## config.mk

```make
export PLATFORM = sky130hd
export DESIGN_NAME = ihb_device_flat
export DESIGN_NICKNAME = d
export VERILOG_FILES = /design/src/rtl/ihb_pkg.sv /design/src/rtl/ihb_if.sv /design/src/rtl/ihb_device.sv /design/src/rtl/ihb_lane_swap.sv /design/src/flat_wrapper.sv
export SDC_FILE = /design/constraint.sdc
export NUM_CORES = 1
export LEC_CHECK = 0
export BUFFER_PORTS_ARGS = -buffer_cell sky130_fd_sc_hd__clkbuf_2
export CAP_MARGIN = 0
export CORE_MARGIN = 10
export CORE_UTILIZATION = 60
export DETAILED_ROUTE_END_ITERATION = 10
export HOLD_SLACK_MARGIN = 0.12
export PLACE_DENSITY = 0.87
export REMOVE_ABC_BUFFERS = 1
export SETUP_SLACK_MARGIN = 0.05
export SYNTH_ARGS = -nofsm -noshare
export SYNTH_HDL_FRONTEND = slang
export SYNTH_HIERARCHICAL = 1
export SYNTH_SLANG_ARGS = --single-unit
```

## constraint.sdc

```tcl
create_clock -name sys_clk -period 3.75 [get_ports sys_clk]
set_input_delay 0.375 -clock sys_clk [delete_from_list [all_inputs] [get_ports sys_clk]]
set_output_delay 0.375 -clock sys_clk [all_outputs]
set_load 0.05 [all_outputs]
```

## src/rtl/ihb_pkg.sv

```systemverilog
package ihb_pkg;
    // host-visible byte offsets
    localparam logic [4:0] OFS_PTR0 = 5'h00;
    localparam logic [4:0] OFS_WIN0 = 5'h04;
    localparam logic [4:0] OFS_PTR1 = 5'h08;
    localparam logic [4:0] OFS_WIN1 = 5'h0c;
    localparam logic [4:0] OFS_PTR2 = 5'h10;
    localparam logic [4:0] OFS_WIN2 = 5'h14;
    localparam logic [4:0] OFS_QUEUE = 5'h18;
    localparam logic [4:0] OFS_CFG = 5'h1c;
    // configuration field layout: endian bit n is mirrored at n, n+8, n+16, n+24
    localparam int CFG_QUEUE_BIT = 3;
    localparam int CFG_SHADOW_STEP = 8;
    localparam logic [31:0] CFG_RW_MASK = 32'h0f0f0f0f;
    localparam logic [31:0] CFG_RESET = 32'h00000000;
    // pointer register layout
    localparam logic [15:0] PTR_RESET = 16'h1234;
    // assembly path index: 0..2 windows, 3 queue
    localparam logic [1:0] PATH_QUEUE = 2'h3;
    // internal write targets for the queue path
    localparam logic [15:0] QUEUE_IADDR = 16'h0000;
    // host command codes on the controller side
    localparam logic [3:0] CMD_ADDR_OFS = 4'h0;
    localparam logic [3:0] CMD_WDATA_OFS = 4'h4;
    localparam logic [3:0] CMD_CTRL_OFS = 4'h8;
    localparam logic [3:0] CMD_STAT_OFS = 4'hc;
    localparam int CTRL_GO_BIT = 0;
    localparam int CTRL_READ_BIT = 1;
    localparam int CTRL_WIDE_BIT = 2;
    localparam int CTRL_QSEL_BIT = 3;
    localparam int CTRL_ENB_BIT = 4;
    // strobe timing at 40 MHz
    localparam int CLK_MHZ = 40;
    localparam int T_STROBE_NS = 32;
    localparam int T_GAP_NS = 13;
    localparam int STROBE_CYC = (T_STROBE_NS * CLK_MHZ + 999) / 1000;
    localparam int GAP_CYC = (T_GAP_NS * CLK_MHZ + 999) / 1000;
endpackage

```

## src/rtl/ihb_if.sv

```systemverilog
`timescale 1ns/1ps
interface ihb_if;
    logic csN;
    logic rdN;
    logic wrN;
    logic strobeEnable;
    logic rdWrN;
    logic queueDirectSelect;
    logic [4:0] addr;
    logic [15:0] hostDout;
    logic hostDoutOeN;
    logic [15:0] devDout;
    logic devDoutOeN;
    logic busWide;
    modport dev (input csN, rdN, wrN, strobeEnable, rdWrN, queueDirectSelect, addr,
        hostDout, hostDoutOeN, busWide, output devDout, devDoutOeN);
    modport host (output csN, rdN, wrN, strobeEnable, rdWrN, queueDirectSelect, addr,
        hostDout, hostDoutOeN, busWide, input devDout, devDoutOeN);
endinterface

```

## src/rtl/ihb_device.sv

```systemverilog
`timescale 1ns/1ps
// Functional notes
// queue endian bit, four copies set together
// per-pair endian bits, copies set together
// write cycle: cs+wr or enable+direction
// pointer/config latch on trailing edge
// word or byte update, no 16-bit bytes
// writes dropped after init until read
// writes dropped in low power until read
// reads decode live address, endian lane
// two or four accesses make dword
// separate assembly per window and queue
// leading edge captures pointer address
// leading edge captures address, queue select
// trailing edge stores swapped lane
// host writes each lane once
// no shared register, no mixed direction
// counter advance, then 32-bit internal write
// counters cleared outside fully on
// host map offsets, queue select override
// 16-bit pointer, reset pattern
// byte or word host addressing
// terminal count two or four, wraps
module ihb_device
    import ihb_pkg::*;
(
    input wire logic sys_clk,
    input wire logic resetn,
    ihb_if.dev bus,
    input wire logic initDone,
    input wire logic fullyOnPowerState,
    output logic intWrValid,
    output logic [15:0] intWrAddr,
    output logic [31:0] intWrData,
    output logic intWrQueue,
    output logic [31:0] endianConfig,
    output logic writesArmed
);
    // ------------------------------------------------------------
    // pin synchronisers
    // ------------------------------------------------------------
    logic [1:0] csS, rdS, wrS, enS, dirS;
    always_ff @(posedge sys_clk or negedge resetn) begin
        if (!resetn) begin
            csS <= 2'h3;
            rdS <= 2'h3;
            wrS <= 2'h3;
            enS <= 2'h0;
            dirS <= 2'h0;
        end else begin
            csS <= {csS[0], bus.csN};
            rdS <= {rdS[0], bus.rdN};
            wrS <= {wrS[0], bus.wrN};
            enS <= {enS[0], bus.strobeEnable};
            dirS <= {dirS[0], bus.rdWrN};
        end
    end
    logic [4:0] addrS1, addrS2;
    logic [15:0] dinS1, dinS2;
    logic qselS1, qselS2, wideS1, wideS2;
    always_ff @(posedge sys_clk or negedge resetn) begin
        if (!resetn) begin
            addrS1 <= 5'h00;
            addrS2 <= 5'h00;
            dinS1 <= 16'h0000;
            dinS2 <= 16'h0000;
            qselS1 <= 1'b0;
            qselS2 <= 1'b0;
            wideS1 <= 1'b0;
            wideS2 <= 1'b0;
        end else begin
            addrS1 <= bus.addr;
            addrS2 <= addrS1;
            dinS1 <= bus.hostDout;
            dinS2 <= dinS1;
            qselS1 <= bus.queueDirectSelect;
            qselS2 <= qselS1;
            wideS1 <= bus.busWide;
            wideS2 <= wideS1;
        end
    end

    // ------------------------------------------------------------
    // cycle detection
    // ------------------------------------------------------------
    logic wrAct, rdAct, wrAct_q, rdAct_q, wrLead, wrTrail, rdLead;
    logic [4:0] hAddr;
    always_comb begin
        wrAct = (!csS[1] && !wrS[1]) || (enS[1] && !dirS[1]);
        rdAct = (!csS[1] && !rdS[1]) || (enS[1] && dirS[1]);
        hAddr = wideS2 ? {addrS2[4:1], 1'b0} : addrS2;
    end
    always_ff @(posedge sys_clk or negedge resetn) begin
        if (!resetn) begin
            wrAct_q <= 1'b0;
            rdAct_q <= 1'b0;
        end else begin
            wrAct_q <= wrAct;
            rdAct_q <= rdAct;
        end
    end
    assign wrLead = wrAct && !wrAct_q;
    assign wrTrail = !wrAct && wrAct_q;
    assign rdLead = rdAct && !rdAct_q;

    // write gate: closed after init and outside fully on, reopened by a read
    logic initDone_q;
    always_ff @(posedge sys_clk or negedge resetn) begin
        if (!resetn) begin
            writesArmed <= 1'b0;
            initDone_q <= 1'b0;
        end else begin
            initDone_q <= initDone;
            if (!fullyOnPowerState || (initDone && !initDone_q)) begin
                writesArmed <= 1'b0;
            end else if (rdLead) begin
                writesArmed <= 1'b1;
            end
        end
    end

    // ------------------------------------------------------------
    // leading-edge capture
    // ------------------------------------------------------------
    logic [4:0] capAddr_q;
    logic capQsel_q, capArmed_q;
    logic [15:0] capIaddr_q;
    logic [15:0] ptr_q [3];
    logic capPath;
    logic [1:0] capIdx;
    always_ff @(posedge sys_clk or negedge resetn) begin
        if (!resetn) begin
            capAddr_q <= 5'h00;
            capQsel_q <= 1'b0;
            capIaddr_q <= 16'h0000;
            capArmed_q <= 1'b0;
        end else if (wrLead) begin
            capAddr_q <= hAddr;
            capQsel_q <= qselS2;
            capIaddr_q <= ptr_q[hAddr[4:3] == 2'h3 ? 2'h0 : hAddr[4:3]];
            capArmed_q <= writesArmed;
        end
    end
    // decode the captured address into a path; config shares bit 2 with the windows,
    // so it is kept off the queue path or it would feed the queue assembly
    always_comb begin
        capPath = capQsel_q || (capAddr_q[2] && capAddr_q[4:3] != 2'h3)
            || (capAddr_q[4:2] == OFS_QUEUE[4:2]);
        capIdx = (capQsel_q || capAddr_q[4:2] == OFS_QUEUE[4:2]) ? PATH_QUEUE
            : capAddr_q[4:3];
    end

    // ------------------------------------------------------------
    // lane selection
    // ------------------------------------------------------------
    logic [31:0] cfg_q;
    logic capBig, liveBig;
    logic [3:0] wrLaneEn, rdLaneEn;
    logic [1:0] wrBase, rdBase;
    logic liveQueue;
    assign liveQueue = qselS2 || hAddr[4:2] == OFS_QUEUE[4:2];
    assign capBig = cfg_q[capIdx == PATH_QUEUE ? CFG_QUEUE_BIT : 32'(capIdx)];
    assign liveBig = cfg_q[hAddr[4:2] == OFS_CFG[4:2] ? 0
        : (liveQueue ? CFG_QUEUE_BIT : 32'(hAddr[4:3]))];
    ihb_lane_swap uWrSwap (
        .wide(wideS2),
        .bigEnd(capBig),
        .lowAddr(capAddr_q[1:0]),
        .laneEn(wrLaneEn),
        .laneBase(wrBase)
    );
    ihb_lane_swap uRdSwap (
        .wide(wideS2),
        .bigEnd(liveBig),
        .lowAddr(hAddr[1:0]),
        .laneEn(rdLaneEn),
        .laneBase(rdBase)
    );
    logic [31:0] wrWord;
    // big endian swaps bytes inside a 16-bit word as well
    assign wrWord = (wideS2 && capBig) ? {2{dinS2[7:0], dinS2[15:8]}}
        : (wideS2 ? {2{dinS2}} : {4{dinS2[7:0]}});
    logic doWrite;
    assign doWrite = wrTrail && capArmed_q && writesArmed
        && !(wideS2 && capAddr_q[0]);

    // ------------------------------------------------------------
    // pointer and configuration registers
    // ------------------------------------------------------------
    logic [31:0] cfgNew;
    always_comb begin
        cfgNew = cfg_q;
        for (int b = 0; b < 4; b++) begin
            if (wrLaneEn[b]) cfgNew[b*8 +: 8] = wrWord[b*8 +: 8];
        end
        cfgNew = cfgNew & CFG_RW_MASK;
        for (int n = 0; n < 4; n++) begin
            // any copy set sets all copies
            if (cfgNew[n] | cfgNew[n+8] | cfgNew[n+16] | cfgNew[n+24]) begin
                for (int k = 0; k < 4; k++) cfgNew[n + k*CFG_SHADOW_STEP] = 1'b1;
            end
        end
    end
    always_ff @(posedge sys_clk or negedge resetn) begin
        if (!resetn) begin
            cfg_q <= CFG_RESET;
        end else if (doWrite && !capQsel_q && capAddr_q[4:2] == OFS_CFG[4:2]) begin
            cfg_q <= cfgNew;
        end
    end
    assign endianConfig = cfg_q;

    genvar g;
    generate
        for (g = 0; g < 3; g++) begin : gPtr
            always_ff @(posedge sys_clk or negedge resetn) begin
                if (!resetn) begin
                    ptr_q[g] <= PTR_RESET;
                end else if (doWrite && !capPath && capAddr_q[4:3] == 2'(g)) begin
                    for (int b = 0; b < 2; b++) begin
                        if (wrLaneEn[b]) ptr_q[g][b*8 +: 8] <= wrWord[b*8 +: 8];
                    end
                end
            end
        end
    endgenerate

    // ------------------------------------------------------------
    // dword assembly, one per path
    // ------------------------------------------------------------
    logic [31:0] asm_q [4];
    logic [1:0] cnt_q [4];
    logic fire;
    assign fire = doWrite && capPath
        && (cnt_q[capIdx] == (wideS2 ? 2'h1 : 2'h3));
    generate
        for (g = 0; g < 4; g++) begin : gAsm
            always_ff @(posedge sys_clk or negedge resetn) begin
                if (!resetn) begin
                    cnt_q[g] <= 2'h0;
                    asm_q[g] <= 32'h0;
                end else if (!fullyOnPowerState) begin
                    cnt_q[g] <= 2'h0;
                end else if (doWrite && capPath && capIdx == 2'(g)) begin
                    for (int b = 0; b < 4; b++) begin
                        if (wrLaneEn[b]) asm_q[g][b*8 +: 8] <= wrWord[b*8 +: 8];
                    end
                    cnt_q[g] <= fire ? 2'h0 : cnt_q[g] + 2'h1;
                end
            end
        end
    endgenerate
    // internal write one cycle after the last lane lands
    logic pend_q;
    always_ff @(posedge sys_clk or negedge resetn) begin
        if (!resetn) begin
            pend_q <= 1'b0;
            intWrValid <= 1'b0;
            intWrAddr <= 16'h0;
            intWrQueue <= 1'b0;
        end else begin
            pend_q <= fire;
            intWrValid <= pend_q;
            if (fire) begin
                intWrAddr <= capIdx == PATH_QUEUE ? QUEUE_IADDR : capIaddr_q;
                intWrQueue <= capIdx == PATH_QUEUE;
            end
        end
    end
    logic [1:0] lastIdx_q;
    always_ff @(posedge sys_clk or negedge resetn) begin
        if (!resetn) lastIdx_q <= 2'h0;
        else if (fire) lastIdx_q <= capIdx;
    end
    assign intWrData = asm_q[lastIdx_q];

    // ------------------------------------------------------------
    // read path for pointer and configuration registers
    // ------------------------------------------------------------
    logic [31:0] rdWord;
    always_comb begin
        if (hAddr[4:2] == OFS_CFG[4:2]) rdWord = cfg_q;
        else if (!hAddr[2] && hAddr[4:3] != 2'h3) rdWord = {16'h0, ptr_q[hAddr[4:3]]};
        else rdWord = 32'h0; // data windows are not read here
    end
    always_ff @(posedge sys_clk or negedge resetn) begin
        if (!resetn) begin
            bus.devDout <= 16'h0;
            bus.devDoutOeN <= 1'b1;
        end else begin
            bus.devDoutOeN <= !(rdAct && fullyOnPowerState);
            if (wideS2) begin
                bus.devDout <= liveBig ? {rdWord[rdBase*8 +: 8], rdWord[rdBase*8+8 +: 8]}
                    : rdWord[rdBase*8 +: 16];
            end else begin
                bus.devDout <= {8'h0, rdWord[rdBase*8 +: 8]};
            end
        end
    end
endmodule

```

## src/rtl/ihb_lane_swap.sv

```systemverilog
`timescale 1ns/1ps
// maps a host lane to a little-endian dword lane and returns the byte enables
module ihb_lane_swap
    import ihb_pkg::*;
(
    input wire logic wide,
    input wire logic bigEnd,
    input wire logic [1:0] lowAddr,
    output logic [3:0] laneEn,
    output logic [1:0] laneBase
);
    logic [1:0] eff;
    // big endian mirrors the position inside the dword
    always_comb begin
        eff = bigEnd ? (wide ? {~lowAddr[1], 1'b0} : ~lowAddr) : lowAddr;
        if (wide) begin
            eff[0] = 1'b0;
            laneEn = eff[1] ? 4'hc : 4'h3;
        end else begin
            laneEn = 4'h1 << eff;
        end
        laneBase = eff;
    end
endmodule

```

## src/flat_wrapper.sv

```systemverilog
// flat-port wrapper written by rule: the top's interface ports become plain ports
module ihb_device_flat import ihb_pkg::*;
  (sys_clk, resetn, initDone, fullyOnPowerState, intWrValid, intWrAddr, intWrData, intWrQueue, endianConfig, writesArmed, bus_csN, bus_rdN, bus_wrN, bus_strobeEnable, bus_rdWrN, bus_queueDirectSelect, bus_addr, bus_hostDout, bus_hostDoutOeN, bus_busWide, bus_devDout, bus_devDoutOeN);
  ihb_if bus_i ();
  input wire logic sys_clk;
  input wire logic resetn;
  input wire logic initDone;
  input wire logic fullyOnPowerState;
  output logic intWrValid;
  output logic [15:0] intWrAddr;
  output logic [31:0] intWrData;
  output logic intWrQueue;
  output logic [31:0] endianConfig;
  output logic writesArmed;
  input wire logic [$bits(bus_i.csN)-1:0] bus_csN;
  input wire logic [$bits(bus_i.rdN)-1:0] bus_rdN;
  input wire logic [$bits(bus_i.wrN)-1:0] bus_wrN;
  input wire logic [$bits(bus_i.strobeEnable)-1:0] bus_strobeEnable;
  input wire logic [$bits(bus_i.rdWrN)-1:0] bus_rdWrN;
  input wire logic [$bits(bus_i.queueDirectSelect)-1:0] bus_queueDirectSelect;
  input wire logic [$bits(bus_i.addr)-1:0] bus_addr;
  input wire logic [$bits(bus_i.hostDout)-1:0] bus_hostDout;
  input wire logic [$bits(bus_i.hostDoutOeN)-1:0] bus_hostDoutOeN;
  input wire logic [$bits(bus_i.busWide)-1:0] bus_busWide;
  output wire logic [$bits(bus_i.devDout)-1:0] bus_devDout;
  output wire logic [$bits(bus_i.devDoutOeN)-1:0] bus_devDoutOeN;
  assign bus_i.csN = bus_csN;
  assign bus_i.rdN = bus_rdN;
  assign bus_i.wrN = bus_wrN;
  assign bus_i.strobeEnable = bus_strobeEnable;
  assign bus_i.rdWrN = bus_rdWrN;
  assign bus_i.queueDirectSelect = bus_queueDirectSelect;
  assign bus_i.addr = bus_addr;
  assign bus_i.hostDout = bus_hostDout;
  assign bus_i.hostDoutOeN = bus_hostDoutOeN;
  assign bus_i.busWide = bus_busWide;
  assign bus_devDout = bus_i.devDout;
  assign bus_devDoutOeN = bus_i.devDoutOeN;
  ihb_device u_core (.sys_clk(sys_clk), .resetn(resetn), .bus(bus_i), .initDone(initDone), .fullyOnPowerState(fullyOnPowerState), .intWrValid(intWrValid), .intWrAddr(intWrAddr), .intWrData(intWrData), .intWrQueue(intWrQueue), .endianConfig(endianConfig), .writesArmed(writesArmed));
endmodule
```

-- Yosys cells after proc, flatten, opt, wreduce, memory -nomap -nowiden
Index checks and enable logic that the tools add are counted.
- bits in registers: 321
- bits of input ports: 33
- output and inout bits: 100
- word-level logic and storage cells: 252
- add/sub/neg operators: 5
- magnitude comparators: 6
- eq/ne operators: 17
- shift-type cells: 4
- mux-type cells: 71
- bitwise logic cells: 20
- reduce and logical (&&, ||, !) cells: 74
- operators with widths (operator ; count):
    32-bit 2-to-1 mux ; 6
    16-bit 2-to-1 mux ; 8
    16-bit binary-select mux with 2-bit select ; 2
    32-bit binary-select mux with 2-bit select ; 1
    32-bit by 6-bit < comparator with 1-bit output, second input constant ; 2
    3-bit AND reduction ; 16
    2-bit 2-to-1 mux ; 23
    32-bit by 33-bit indexed part select with 8-bit output ; 1
    32-bit by 6-bit indexed part select with 16-bit output ; 1
    32-bit by 6-bit indexed part select with 8-bit output ; 1
    1-bit logical AND ; 28
    4-bit 2-to-1 mux ; 6
    1-bit 2-to-1 mux ; 22
    1-bit zero test ; 14
    3-bit equality test, second input constant ; 4
    3-bit greater-or-equal comparator, second input constant ; 4
    2-bit inverter with 3-bit output ; 4
    1-bit bitwise OR ; 12
    2-bit AND reduction ; 6
    1-bit binary-select mux with 5-bit select ; 2
    2-bit by 1-bit adder with 2-bit output, second input constant ; 4
    2-bit equality test, second input constant ; 4
    2-bit by 1-bit != test with 1-bit output, second input constant ; 4
    1-bit logical OR ; 7
    10 further kinds ; 15

-- Longest topological paths before layout
- depth after elaboration: 15
- gate-level depth with buffers: 15

-- Modules after synthesis
Netlist, hierarchy kept.
- modules (own cells, without submodules) (module ; instances ; cells each ; area each (um^2)):
    ihb_device ; 1 ; 1100 ; 14436.3
    ihb_lane_swap ; 2 ; 13 ; 80.1

-- Least setup slack after synthesis
OpenSTA, ideal clock, no wires.
- path type: reg2reg
- from: register u_core.cfg_q[3] (netlist: u_core/endianConfig[3])
- to: register u_core.bus.devDout[10]
- setup time: 94 ps
- data arrival time: 3195 ps
- setup slack: 461 ps
- cell stages (with the launch flop): 14
- period minus slack after synthesis: 3289 ps
- cells stage by stage: dfrtp_1 > nor3b_1 > o21ai_0 > and3b_1 > clkbuf_1 > buf_1 > xnor2_1 > nor2_1 > clkbuf_1 > nor2b_1 > nor2b_1 > a22o_1 > a211oi_1 > a211oi_1
- word-level cells in the longest chain between the ends: 7
- elaborated cells on any way between the ends: 8
- classes of those cells: shift (2); mux (6)
- ends and longest elaborated chain (what ; line ; text):
    start: declaration ; ihb_device.sv:156 ; logic [31:0] cfg_q;
    start signal: assignment ; ihb_device.sv:208 ; cfg_q <= cfgNew;
    1-bit binary-select mux with 5-bit select * ; ihb_device.sv:163 ; assign liveBig = cfg_q[hAddr[4:2] == OFS_CFG[4:2] ? 0
    1-bit 2-to-1 mux * ; ihb_device.sv:163 ;
    net u_core.liveBig ; ihb_device.sv:157 ; logic capBig, liveBig;
    2-bit 2-to-1 mux * ; ihb_lane_swap.sv:15 ; eff = bigEnd ? (wide ? {~lowAddr[1], 1'b0} : ~lowAddr) : lowAddr;
    1-bit 2-to-1 mux * ; ihb_lane_swap.sv:16 ; if (wide) begin
    net u_core.rdBase[0] ; ihb_device.sv:159 ; logic [1:0] wrBase, rdBase;
    32-bit by 6-bit indexed part select with 16-bit output or 32-bit by 6-bit indexed part select with 8-bit output (tied branches) ; ihb_device.sv:294, ihb_device.sv:293 ;
    16-bit 2-to-1 mux * ; ihb_device.sv:293 ; bus.devDout <= liveBig ? {rdWord[rdBase*8 +: 8], rdWord[rdBase*8+8 +: 8]}
    16-bit 2-to-1 mux * ; ihb_device.sv:292 ; if (wideS2) begin
    end signal: assignment ; ihb_device.sv:293 ;
    end signal: assignment ; ihb_device.sv:296 ; bus.devDout <= {8'h0, rdWord[rdBase*8 +: 8]};
    end: declaration ; ihb_if.sv:16 ; hostDout, hostDoutOeN, busWide, output devDout, devDoutOeN);
The timed path passes the listed nets; every way through them passes the cells marked *. The select of a mux whose other input is x is not followed.
A chain may end at the register's enable or synchronous reset.

-- Worst setup path after layout
- from: register u_core.capQsel_q
- to: register u_core.cfg_q[3] (netlist: u_core/endianConfig[3])
- word-level cells in the longest chain between the ends: 14
- elaborated cells on any way between the ends: 23
- classes of those cells: eq/ne (1); shift (1); mux (13); bitwise (3); reduce/logical (5)
- ends and longest elaborated chain (what ; line ; text):
    start: declaration ; ihb_device.sv:126 ; logic capQsel_q, capArmed_q;
    start signal: assignment ; ihb_device.sv:139 ; capQsel_q <= qselS2;
    1-bit logical OR * ; ihb_device.sv:149 ; capIdx = (capQsel_q || capAddr_q[4:2] == OFS_QUEUE[4:2]) ? PATH_QUEUE
    2-bit 2-to-1 mux * ; ihb_device.sv:149 ;
    2-bit equality test ; ihb_device.sv:162 ; assign capBig = cfg_q[capIdx == PATH_QUEUE ? CFG_QUEUE_BIT : 32'(capIdx)];
    2-bit 2-to-1 mux * ; ihb_device.sv:162 ;
    1-bit binary-select mux with 5-bit select * ; ihb_device.sv:162 ;
    1-bit 2-to-1 mux * ; ihb_device.sv:162 ;
    net u_core.capBig ; ihb_device.sv:157 ;
    2-bit 2-to-1 mux * ; ihb_lane_swap.sv:15 ;
    1-bit by 2-bit << shifter with 4-bit output or 4-bit 2-to-1 mux (tied branches) ; ihb_lane_swap.sv:20, ihb_lane_swap.sv:18 ;
    4-bit 2-to-1 mux * ; ihb_lane_swap.sv:16 ;
    net u_core.wrLaneEn[1] ; ihb_device.sv:158 ; logic [3:0] wrLaneEn, rdLaneEn;
    4-bit 2-to-1 mux * ; ihb_device.sv:194 ; if (wrLaneEn[b]) cfgNew[b*8 +: 8] = wrWord[b*8 +: 8];
    1-bit bitwise OR * (3 in a row) ; ihb_device.sv:199 ; if (cfgNew[n] | cfgNew[n+8] | cfgNew[n+16] | cfgNew[n+24]) begin
    1-bit 2-to-1 mux * ; ihb_device.sv:199 ;
Marks and branches as above.

==> flow_metrics.py <==
metrics = {
    "drt": {
        "drc": 0,
        "wire_per_inst_um": 21.5,
        "wirelength_um": 34500,
        "dr.pass1.iters": 9,
        "vias": 9772,
        "drtAntennaViolNets": 0,
        "drt_iter0_drc": 955,
        "vias_per_cell": 6.09,
    },
    "grt": {
        "grt_pass1_vias": 10131,
        "grt_max_degree": 104,
        "grt-ovfl-total": 0,
        "antenna_found_initial": 0,
        "grt_pass1_wl_um": 55300,
        "track_usage_pct": 22.1,
    },
    "floorplan": {
        "dieHeight_um": 176,
        "fp.dieW_um": 176,
        "rows": 56,
        "initial_core_util_pct": 61.4,
        "ioPinCount": 133,
        "coreArea_sq_mm": 0.0237,
        "die-area_sq_mm": 0.0308,
    },
    "synthesis": {
        "syn_avg_cell_area_sq_um": 13.0,
        "synth_cells": 1115,
        "netlist_area_sq_mm": 0.0145,
        "ys_warn_count": 6,
    },
    "clock_tree": {
        "cts_max_level": 1,
        "cts_sinks": 321,
        "clkLatencyLatePin_ps": 560,
        "clk_pin_slew_ps": 60,
        "cts-root-buf": "clkbuf_16",
        "max-clock-path-buffers": 3,
        "cts_tree": "yes",
        "numCtsBuffers": 31,
    },
    "setup_path": {
        "path_max_fanout": 16,
        "max_stage_delay_ps": 610,
        "cp_num_buf_inv": 1,
        "arrival_ps": 3880,
        "critical_path_class": "reg2reg",
        "end_kind": "flip-flop",
        "cp_top_family": "compound AO/OA/AOI/OAI gates",
        "slowest_stage": "or4b_4",
        "cp.required_ps": 4200,
        "crit_chain": "or4b_4 -> o21ai_2 -> a21oi_1 -> or2_1 -> o22ai_1 -> buf_4 -> nor2_1 -> a2111oi_0 -> a2111oi_2 -> a22oi_1",
        "worstSetupStartpointType": "flip-flop",
    },
    "layout": {
        "area_delta_synth_final_pct": 15.6,
        "final_cell_area_sq_mm": 0.0168,
        "layout_common_cells": "296 x dfrtp_1, 212 x mux2_2, 114 x clkbuf_2",
        "nets": 1294,
        "instances_no_fill": 1604,
        "drive_gt1_share_pct": 39.1,
        "num_antenna_cells": 0,
        "final_common_cell": "dfrtp_1",
        "fillers": 1603,
    },
    "pwr": {
        "p_clk_share_pct": 40.7,
        "combPwrFrac_pct": 12.0,
        "power_density_mw_per_mm2": 462,
        "p_seq_share_pct": 47.3,
        "total_power_mw": 7.77,
        "ir_worst_vdd_v": 0.000523,
        "power_leakage_nw": 7.89,
        "intPower_mw": 5.75,
        "sw_frac_of_total_pct": 26.0,
        "p_sw_mw": 2.02,
    },
    "sta": {
        "worst_pin_slew_ps": 912,
        "fin_crit_sh_pct": 91.5,
        "fin_crit_ps": 3430,
        "relSlewSlack_pct": 39.2,
        "skew_ps": 17.0,
        "rsz0062_at_grt": "no",
        "hold_ws_ps": 179,
        "max_freq_mhz": 292,
        "slew_violations": 0,
        "finalHoldViolations": 0,
        "finalSetupViolCount": 0,
    },
    "run": {
        "cap_violations": 0,
    },
    "worst_hold_path": {
        "hold_path_class": "in2reg",
    },
    "placed_design": {
        "hpwl_um": 23700,
        "gp_congestion": 0.982,
        "numPortBuffers": 115,
        "placed_area_sq_mm": 0.0155,
        "dp.cells": 1517,
    },
    "run_status": {
        "status": "completed",
    },
}
## stage by stage
| step | setup TNS, ps | util, % | worst slack [ps] |
|---|---|---|---|
| 2_1_floorplan | -3360 | - | -398 |
| 3_3_place_gp | 0 | 65.2 | 548 |
| 3_5_place_dp | 0 | 65.2 | 416 |
| 4_1_cts | 0 | 70.9 | 402 |
| 5_1_grt | 0 | 70.9 | 164 |
| 6_report | 0 | 70.9 | 320 |
## path summary, 6_finish.rpt
kind | start | to | slack [ps] | cells past startpoint
worst min register to register | u_core/dinS1[8] | u_core/dinS2[8] | 340 | 0
max in group asynchronous | resetn | u_core/capIaddr_q[7] | 2260 | 3
worst max register to register | u_core/capQsel_q | u_core/endianConfig[3] | 320 | 10
min in group asynchronous | resetn | u_core/endianConfig[9] | 450 | 2
worst max-delay path | u_core/capQsel_q | u_core/endianConfig[3] | 320 | 10
worst min-delay path | fullyOnPowerState | u_core/bus.devDoutOeN | 180 | 2
## area by class of cell
type,instances,area (sq um),share of cell area (%)
inverters,48,180,1.07
flip-flops and latches,321,8060,48.0
clock buffers,48,920,5.47
multi-input cells,679,5920,35.3
well taps,319,399,2.38
clock inverters,9,124,0.737
repair buffers,180,1190,7.06
## power groups by stage
stage	Combinational (mW)	Sequential (mW)	Clock [mW]
floorplan	0.476	3.78	0
global placement	0.862	3.72	0
detailed placement	0.888	3.73	0
CTS	0.920	3.67	3.21
global route	0.999	3.68	3.38
finish	0.935	3.67	3.16
## repair_timing
item,CTS,global route
endpoints found under the hold margin,127,0
endpoints found under the setup margin,0,1
setup buffers,0,0
gates resized for setup,0,1
hold buffers,30,0
## registers in the layout, indices dropped and copies added (netlist names), 2 cells and up
name                 cells
u_core/enS               2
u_core/intWrAddr        16
u_core/asm_q           128
u_core/addrS1            5
u_core/dinS1            16
u_core/dinS2            16
u_core/cnt_q             8
u_core/csS               2
u_core/capAddr_q         5
u_core/endianConfig     16
u_core/ptr_q            48
u_core/lastIdx_q         2
u_core/rdS               2
u_core/wrS               2
u_core/capIaddr_q       16
u_core/addrS2            5
u_core/bus.devDout      16
u_core/dirS              2
## worst reg2reg max path, cell delays in order (launching register included)
cell,delay [ps]
dfrtp_1,560
or4b_4,610
o21ai_2,140
a21oi_1,130
or2_1,260
o22ai_1,370
buf_4,240
nor2_1,80
a2111oi_0,540
a2111oi_2,160
a22oi_1,240
## metal layers
metal  wire [um]  vias to the layer above  part of all wire (%)  GRT usage (%)
li1            -                     4288                     -              -
met1       14200                     4975                    41           28.9
met2       16800                      422                    49           36.2
met3        2460                       87                   7.1           4.65
met4        1040                        0                   3.0           7.28
met5           0                        -                     0              0
(Power assumes the default switching activity.)
